<file path="config.mk">
export PLATFORM = sky130hd
export DESIGN_NAME = sram_host_ctrl
export DESIGN_NICKNAME = d
export VERILOG_FILES = /design/src/rtl/sram_pin_sync.v /design/src/rtl/sram_host_ctrl.v
export VERILOG_INCLUDE_DIRS = /design/src /design/src/rtl
export SDC_FILE = /design/constraint.sdc
export NUM_CORES = 1
export LEC_CHECK = 0
export ABC_AREA = 1
export ABC_CLOCK_PERIOD_IN_PS = 1500
export BUFFER_PORTS_ARGS = -buffer_cell sky130_fd_sc_hd__buf_2
export CAP_MARGIN = 20
export CORE_MARGIN = 4
export CORE_UTILIZATION = 40
export CTS_CLUSTER_DIAMETER = 50
export DETAILED_ROUTE_END_ITERATION = 8
export PLACE_DENSITY = 0.65
export SYNTH_ARGS = -nofsm -noshare
export SYNTH_HDL_FRONTEND = slang
export SYNTH_SLANG_ARGS = --single-unit
</file>
<file path="constraint.sdc">
create_clock -name i_clock -period 1.5 [get_ports i_clock]
set_input_delay 0 -clock i_clock [delete_from_list [all_inputs] [get_ports i_clock]]
set_output_delay 0 -clock i_clock [all_outputs]
set_load 0.01 [all_outputs]
</file>
<file path="src/rtl/sram_host_consts.vh">
`ifndef SRAM_HOST_CONSTS_VH
`define SRAM_HOST_CONSTS_VH

// Geometry
`define ADDR_W 18
`define DATA_W 8

// Clock period and device timing in ns
`define CLK_PERIOD_NS 50
`define T_RC_NS 45
`define T_AA_NS 45
`define T_DOE_NS 22
`define T_HZOE_NS 18
`define T_WC_NS 45
`define T_SCE_NS 35
`define T_PWE_NS 35
`define T_WRITE_DATA_SETUP_NS 25
`define T_WRITE_TO_FLOAT_DELAY_NS 18

// Least times round up to whole cycles, never below one
`define CYC_UP(t) ((((t) + `CLK_PERIOD_NS - 1) / `CLK_PERIOD_NS) < 1 ? 1 : \
   (((t) + `CLK_PERIOD_NS - 1) / `CLK_PERIOD_NS))
`define RD_CYC `CYC_UP(`T_RC_NS)
`define WR_CYC `CYC_UP(`T_WRITE_TO_FLOAT_DELAY_NS + `T_WRITE_DATA_SETUP_NS)
`define FLOAT_CYC `CYC_UP(`T_HZOE_NS)

// Idle pin levels
`define PRI_SEL_IDLE 1'b1
`define SEC_SEL_IDLE 1'b0

`endif

</file>
<file path="src/rtl/sram_pin_sync.v">
`timescale 1ns/1ns
module sram_pin_sync (
   // Clock and reset
   input wire i_clock,
   input wire i_arst_n,
   // Pin side
   input wire [7:0] i_async,
   // Clock side
   output wire [7:0] o_sync
);
   reg [7:0] meta_r;
   reg [7:0] sync_r;

   always @(posedge i_clock or negedge i_arst_n) begin
      if (!i_arst_n) begin
         meta_r <= 8'h00;
         sync_r <= 8'h00;
      end else begin
         meta_r <= i_async;
         sync_r <= meta_r;
      end
   end

   assign o_sync = sync_r;
endmodule // sram_pin_sync

</file>
<file path="src/rtl/sram_host_ctrl.v">
`timescale 1ns/1ns
`include "sram_host_consts.vh"

// Functional notes
// - Read: write strobe high, selected, output gate low; device drives data.
// - Write data held stable around the edge that ends the write.
// - Host never drives data pins while the device may drive them.
// - Write strobe at least float delay plus data setup long.
// - Address valid no later than both selects become asserted.
module sram_host_ctrl (
   // Clock and reset
   input wire i_clock,
   input wire i_arst_n,
   // User request
   input wire i_req,
   input wire i_we,
   input wire [17:0] i_addr,
   input wire [7:0] i_wdata,
   output wire o_ready,
   output reg o_rvalid,
   output reg [7:0] o_rdata,
   // Memory pins
   output reg [17:0] o_addr,
   output reg o_primary_select_low,
   output reg o_secondary_select_high,
   output reg o_we_n,
   output reg o_oe_n,
   output reg [7:0] o_data,
   output reg o_data_oe,
   input wire [7:0] i_data
);

   // Controller states
   localparam [2:0] ST_IDLE = 3'h0;
   localparam [2:0] ST_RD = 3'h1;
   localparam [2:0] ST_WR = 3'h2;
   localparam [2:0] ST_WR_END = 3'h3;
   localparam [2:0] ST_FLOAT = 3'h4;

   // Cycle counts, cut to the counter width on purpose
   localparam integer RD_CYC_I = `RD_CYC;
   localparam integer WR_CYC_I = `WR_CYC;
   localparam integer FLOAT_CYC_I = `FLOAT_CYC;
   localparam [3:0] RD_CNT = RD_CYC_I[3:0];
   localparam [3:0] WR_CNT = WR_CYC_I[3:0];
   localparam [3:0] FLOAT_CNT = FLOAT_CYC_I[3:0];
   // Two synchroniser cycles on top of the access time
   localparam [3:0] RD_TOTAL = RD_CNT + 4'h2;

   // State and counter
   reg [2:0] state_r;
   reg [2:0] state_nxt;
   reg [3:0] cnt_r;
   reg [3:0] cnt_nxt;
   // Next values of the registered outputs
   reg rvalid_nxt;
   reg [7:0] rdata_nxt;
   reg [17:0] addr_nxt;
   reg pri_sel_nxt;
   reg sec_sel_nxt;
   reg we_n_nxt;
   reg oe_n_nxt;
   reg [7:0] data_nxt;
   reg data_oe_nxt;
   // Data pins after two flip-flops
   wire [7:0] data_sync;

   // Last cycle of a count
   function cnt_last(input [3:0] cnt);
      begin
         cnt_last = (cnt == 4'h1);
      end
   endfunction

   // One step down, never below zero
   function [3:0] cnt_dec(input [3:0] cnt);
      begin
         if (cnt == 4'h0) begin
            cnt_dec = 4'h0;
         end else begin
            cnt_dec = cnt - 4'h1;
         end
      end
   endfunction

   // Select pin pair: both asserted or both at idle level
   function [1:0] sel_pins(input active);
      begin
         if (active) begin
            sel_pins = 2'b01;
         end else begin
            sel_pins = {`PRI_SEL_IDLE, `SEC_SEL_IDLE};
         end
      end
   endfunction

   // Data pins pass two flip-flops before any logic reads them
   sram_pin_sync u_sync (
      .i_clock(i_clock),
      .i_arst_n(i_arst_n),
      .i_async(i_data),
      .o_sync(data_sync)
   );

   // A request is taken on any edge that finds the controller idle
   assign o_ready = (state_r == ST_IDLE);

   // Next state and next pin levels
   always @* begin
      state_nxt = state_r;
      cnt_nxt = cnt_r;
      rvalid_nxt = 1'b0;
      rdata_nxt = o_rdata;
      addr_nxt = o_addr;
      pri_sel_nxt = o_primary_select_low;
      sec_sel_nxt = o_secondary_select_high;
      we_n_nxt = o_we_n;
      oe_n_nxt = o_oe_n;
      data_nxt = o_data;
      data_oe_nxt = o_data_oe;
      case (state_r)
         ST_IDLE: begin
            if (i_req) begin
               // Address set together with selects, never after
               addr_nxt = i_addr;
               {pri_sel_nxt, sec_sel_nxt} = sel_pins(1'b1);
               if (i_we) begin
                  // Output gate high during write so device never drives
                  oe_n_nxt = 1'b1;
                  we_n_nxt = 1'b0;
                  data_nxt = i_wdata;
                  data_oe_nxt = 1'b1;
                  cnt_nxt = WR_CNT;
                  state_nxt = ST_WR;
               end else begin
                  we_n_nxt = 1'b1;
                  oe_n_nxt = 1'b0;
                  data_oe_nxt = 1'b0;
                  cnt_nxt = RD_TOTAL;
                  state_nxt = ST_RD;
               end
            end
         end
         ST_RD: begin
            if (cnt_last(cnt_r)) begin
               rdata_nxt = data_sync;
               rvalid_nxt = 1'b1;
               oe_n_nxt = 1'b1;
               {pri_sel_nxt, sec_sel_nxt} = sel_pins(1'b0);
               cnt_nxt = FLOAT_CNT;
               state_nxt = ST_FLOAT;
            end else begin
               cnt_nxt = cnt_dec(cnt_r);
            end
         end
         ST_WR: begin
            if (cnt_last(cnt_r)) begin
               // Strobe ends the write; data stays one more cycle
               we_n_nxt = 1'b1;
               state_nxt = ST_WR_END;
            end else begin
               cnt_nxt = cnt_dec(cnt_r);
            end
         end
         ST_WR_END: begin
            // Release data after hold; output gate stays high
            data_oe_nxt = 1'b0;
            {pri_sel_nxt, sec_sel_nxt} = sel_pins(1'b0);
            state_nxt = ST_IDLE;
         end
         ST_FLOAT: begin
            // Wait for device to float before the next access
            if (cnt_last(cnt_r)) begin
               state_nxt = ST_IDLE;
            end else begin
               cnt_nxt = cnt_dec(cnt_r);
            end
         end
         default: begin
            // Unknown state: release the bus and deselect before going idle
            {pri_sel_nxt, sec_sel_nxt} = sel_pins(1'b0);
            we_n_nxt = 1'b1;
            oe_n_nxt = 1'b1;
            data_oe_nxt = 1'b0;
            state_nxt = ST_IDLE;
         end
      endcase
   end

   // Registers, pins at their idle levels in reset
   always @(posedge i_clock or negedge i_arst_n) begin
      if (!i_arst_n) begin
         state_r <= ST_IDLE;
         cnt_r <= 4'h0;
         o_rvalid <= 1'b0;
         o_rdata <= 8'h00;
         o_addr <= 18'h00000;
         o_primary_select_low <= `PRI_SEL_IDLE;
         o_secondary_select_high <= `SEC_SEL_IDLE;
         o_we_n <= 1'b1;
         o_oe_n <= 1'b1;
         o_data <= 8'h00;
         o_data_oe <= 1'b0;
      end else begin
         state_r <= state_nxt;
         cnt_r <= cnt_nxt;
         o_rvalid <= rvalid_nxt;
         o_rdata <= rdata_nxt;
         o_addr <= addr_nxt;
         o_primary_select_low <= pri_sel_nxt;
         o_secondary_select_high <= sec_sel_nxt;
         o_we_n <= we_n_nxt;
         o_oe_n <= oe_n_nxt;
         o_data <= data_nxt;
         o_data_oe <= data_oe_nxt;
      end
   end
endmodule // sram_host_ctrl

</file>
==> out/metrics.sh <==
STATUS='complete, no violations'
CHIPHEIGHT_MICRONS=86.3
HOLD_VIOLATIONS=0
DETAIL_ROUTE.ITER0.VIOLATIONS=210
SYNTHTOLAYOUTAREAGROWTH_PCT=42.9
FIN_CRIT_SH_PCT=92.6
POWER-PER-CELL-AREA_nW_PER_UM2=2040
FLOORPLAN.DIE_AREA_SQ_UM=7450
FINAL_NETS=429
SYNTH_NETS=307
CTS_NUM_SINKS=63
SYNTH_TOP_CELLS_BY_AREA='sky130_fd_sc_hd__dfrtp_1 61%, sky130_fd_sc_hd__nand2_1 22%, sky130_fd_sc_hd__dfstp_2 3.2%'
CORE_AREA_SQ_UM=5960
START_UTIL_PCT=41.2
DPL-INSTANCE-AREA_SQ_UM=2930
GLOBAL_ROUTING_USAGE_SUMMED_ACROSS_ALL_ROUTING_LAYERS_PCT=17.6
MAXCAPVIOLATIONS=0
CLOCK_SKEW_NS=0.00326
HEADROOM_TO_THE_MAX_SLEW_LIMIT_PCT=78.4
SYNTH_TOP_CELL_AREA_SHARE_PCT=61.2
ROWS=28
WORST_IR_DROP_VDD_mV=1.25
CTS_TREE='done'
FINISH.INSTANCE_AREA_SQ_UM=3510
WORST_HOLD_SLACK_NS=0.0382
CP-END-KIND='flop'
POST_DRT_WL_PER_CELL_MICRONS=12.6
CP.REQUIRED_NS=1.77
VIA_COUNT=2113
SYNTHESIS.AREA_PER_INSTANCE_SQ_UM=9.13
CELL_TAKING_THE_MOST_AREA_AFTER_SYNTHESIS='sky130_fd_sc_hd__dfrtp_1'
CTS.HTREE.LEVELS=3
ROUTED.TOP_LAYER='met4'
ROUTE.FINAL.WIRE_LENGTH_MM=5.94
GP_CONGESTION=0.782
CRITICAL_PATH_CLASS='reg2reg'
CLOCK_LATENCY_NS=0.33
CTS_BUFFER_DEPTH=2
DR_WL_MET2_MM=3.10
POSTSYNTHREGISTERBITS=63
POST_SYNTH_NUM_CELL_TYPES=19
MAX_CLOCK_FREQ_MHz=720
PATH_CELLS='nor2_4 -> nand2_4 -> nor2_8 -> buf_4 -> nand2_1 -> nand2_1'
P_LEAK_nW=1.97
MOSTFREQUENTLAYOUTCELLS='142 x sky130_fd_sc_hd__nand2_1, 78 x sky130_fd_sc_hd__buf_2, 60 x sky130_fd_sc_hd__dfrtp_1'
SYNTH_WARNINGS=0
FIN_TNS_SETUP_NS=0
GR-TOTAL-OVERFLOW=0
CTS_ROOT_BUFFER='sky130_fd_sc_hd__clkbuf_8'
DP.FINAL_HPWL_MM=3.84
MOST_COMMON_CELL_AFTER_LAYOUT_FILL_AND_TAPS_ASIDE='sky130_fd_sc_hd__nand2_1'
PATH_CLK_SLEW_NS=0.07
DIE_W_MICRONS=86.3
IOPINCOUNT=79
CRITPATHMAXSTAGEDELAY_NS=0.44
DRT.ANTENNA.VIOLATING_NETS=0
HOLDCRITPATHCLASS='in2reg'
SYNTH_SEQUENTIAL_AREA_RATIO_PCT=64.4
DP_CELLS=420
TIMING.FINAL.SETUP_VIOLATIONS=0
WL_MET1_MM=2.47
STDCELL_COUNT=471
MIN_PERIOD_NS=1.39
RSZ0062_AT_GRT='no'
ROUTE.DETAILED.VIAS_PER_INST=4.49
SETUP.WORST_PATH.START_CLASS='flop'
CP_DATA_ARRIVAL_TIME_NS=1.66
DIODES=0
ROUTE.DETAILED.DRC=0
SLOWEST_STAGE='sky130_fd_sc_hd__dfrtp_1'
CTS_MADE_BUFFERS=9
WL_MET3_MICRONS=286
ANTENNA_FOUND_INITIAL=0
FIRST_GLOBAL_VIAS=2179
DRIVE_ABOVE_1_SHARE_PCT=27.8
TIMING_WORST_SLEW_PIN_VALUE_NS=0.323
CRITICAL-PATH-TOP-CELL-BY-COUNT='sky130_fd_sc_hd__nand2_1'
SYN_INST=269
SYN-CELL-AREA_SQ_UM=2450
FIRSTDRTPASSITERS=4
CRIT_PATH_MAX_FANOUT=18
BUFFER_PORTS.INSERTED=78
MAXSLEWVIOLCOUNT=0
LARGEST_NET_DEGREE_AT_THE_START_OF_GLOBAL_ROUTING=64
WORST-PATH-BUF-INV=1
CRITICAL-PATH-TOP-DELAY-FAMILY='simple AND/OR/NAND/NOR gates'
GRT_PASS1_WL_MM=10.1
## cells by family (layout without fill, tap and decap cells)
kind of cell,after synthesis,count (layout),share of synthesized area (%)
AOI/OAI and AO/OA,9,9,1.83
buffers and inverters,20,147,3.92
DFF,63,63,64.4
and+or+nand+nor,177,177,29.9
## state kept, by name, indices dropped and copies added, names as in the netlist, 3 cells and up
register / flops
cnt_r: 4
o_addr: 18
o_data: 8
o_rdata: 8
state_r: 3
u_sync.meta_r: 8
u_sync.o_sync: 8
## power breakdown
group          internal (mW)  switching [mW]  total (mW)
Combinational           1.05            1.78        2.83
Clock                  0.974           0.634        1.61
Sequential              2.34           0.376        2.71
## cell usage after synthesis
master	count
sky130_fd_sc_hd__o21ai_0	6
sky130_fd_sc_hd__inv_2	3
sky130_fd_sc_hd__nand2_2	3
sky130_fd_sc_hd__buf_4	1
sky130_fd_sc_hd__inv_4	1
sky130_fd_sc_hd__dfrtp_1	60
sky130_fd_sc_hd__a21oi_1	2
sky130_fd_sc_hd__nand2_1	142
sky130_fd_sc_hd__nand2_4	1
sky130_fd_sc_hd__dfstp_2	3
sky130_fd_sc_hd__nor2_1	12
sky130_fd_sc_hd__o21ai_1	1
sky130_fd_sc_hd__nand3_1	14
sky130_fd_sc_hd__nor2_4	2
sky130_fd_sc_hd__nor2_8	1
sky130_fd_sc_hd__buf_6	2
sky130_fd_sc_hd__clkbuf_1	1
sky130_fd_sc_hd__nand4_1	2
sky130_fd_sc_hd__inv_1	12
## per-layer routing
| metal | GRT usage (%) | up-vias |
|---|---|---|
| met5 | 0 | - |
| met4 | 8.64 | 0 |
| met3 | 3.99 | 8 |
| met2 | 30.4 | 64 |
| met1 | 20.5 | 971 |
| li1 | - | 1070 |
## what timing repair did
item / 4_1_cts / 5_1_grt
gates resized for setup: 0 / 1
setup endpoints to repair: 0 / 1
hold buffers: 35 / 0
setup buffers: 0 / 0
hold endpoints to repair: 97 / 0
## worst reg2reg max path, delay by kind of cell, from the launching register on
kind / cells / cell delay, ns
simple gates: 5 / 0.64
flops: 1 / 0.44
buf+inv: 1 / 0.26
## layout make-up
| class | count | area (sq um) |
|---|---|---|
| sequential | 63 | 1580 |
| clock inverter | 6 | 83.8 |
| inverter | 16 | 65.1 |
| clock buffer | 10 | 138 |
| tap | 75 | 93.8 |
| timing repair buffer | 115 | 768 |
| fill | 518 | 2450 |
| multi-input combinational | 186 | 778 |
## through the flow
stage / utilization (%) / power (mW) / setup slack [ns]
2_1_floorplan: - / 4.51 / 0.258
3_3_place_gp: 49.2 / 5.43 / 0.176
3_5_place_dp: 49.2 / 5.51 / 0.129
4_1_cts: 58.8 / 7.23 / 0.106
5_1_grt: 58.9 / 7.74 / 0.00390
6_report: 58.9 / 7.15 / 0.111
## final timing paths
kind	startpoint	to	slack, ns	depth (start not counted)
min	i_we	o_data[1]	0.04	3
min in group asynchronous	i_arst_n	o_rdata[4]	0.22	3
max in group asynchronous	i_arst_n	o_oe_n	0.97	3
min reg2reg	u_sync.meta_r[3]	u_sync.o_sync[3]	0.35	0
max reg2reg	state_r[2]	o_addr[7]	0.11	6
max	state_r[2]	o_addr[7]	0.11	6
Power figures use the tool's default switching activity.
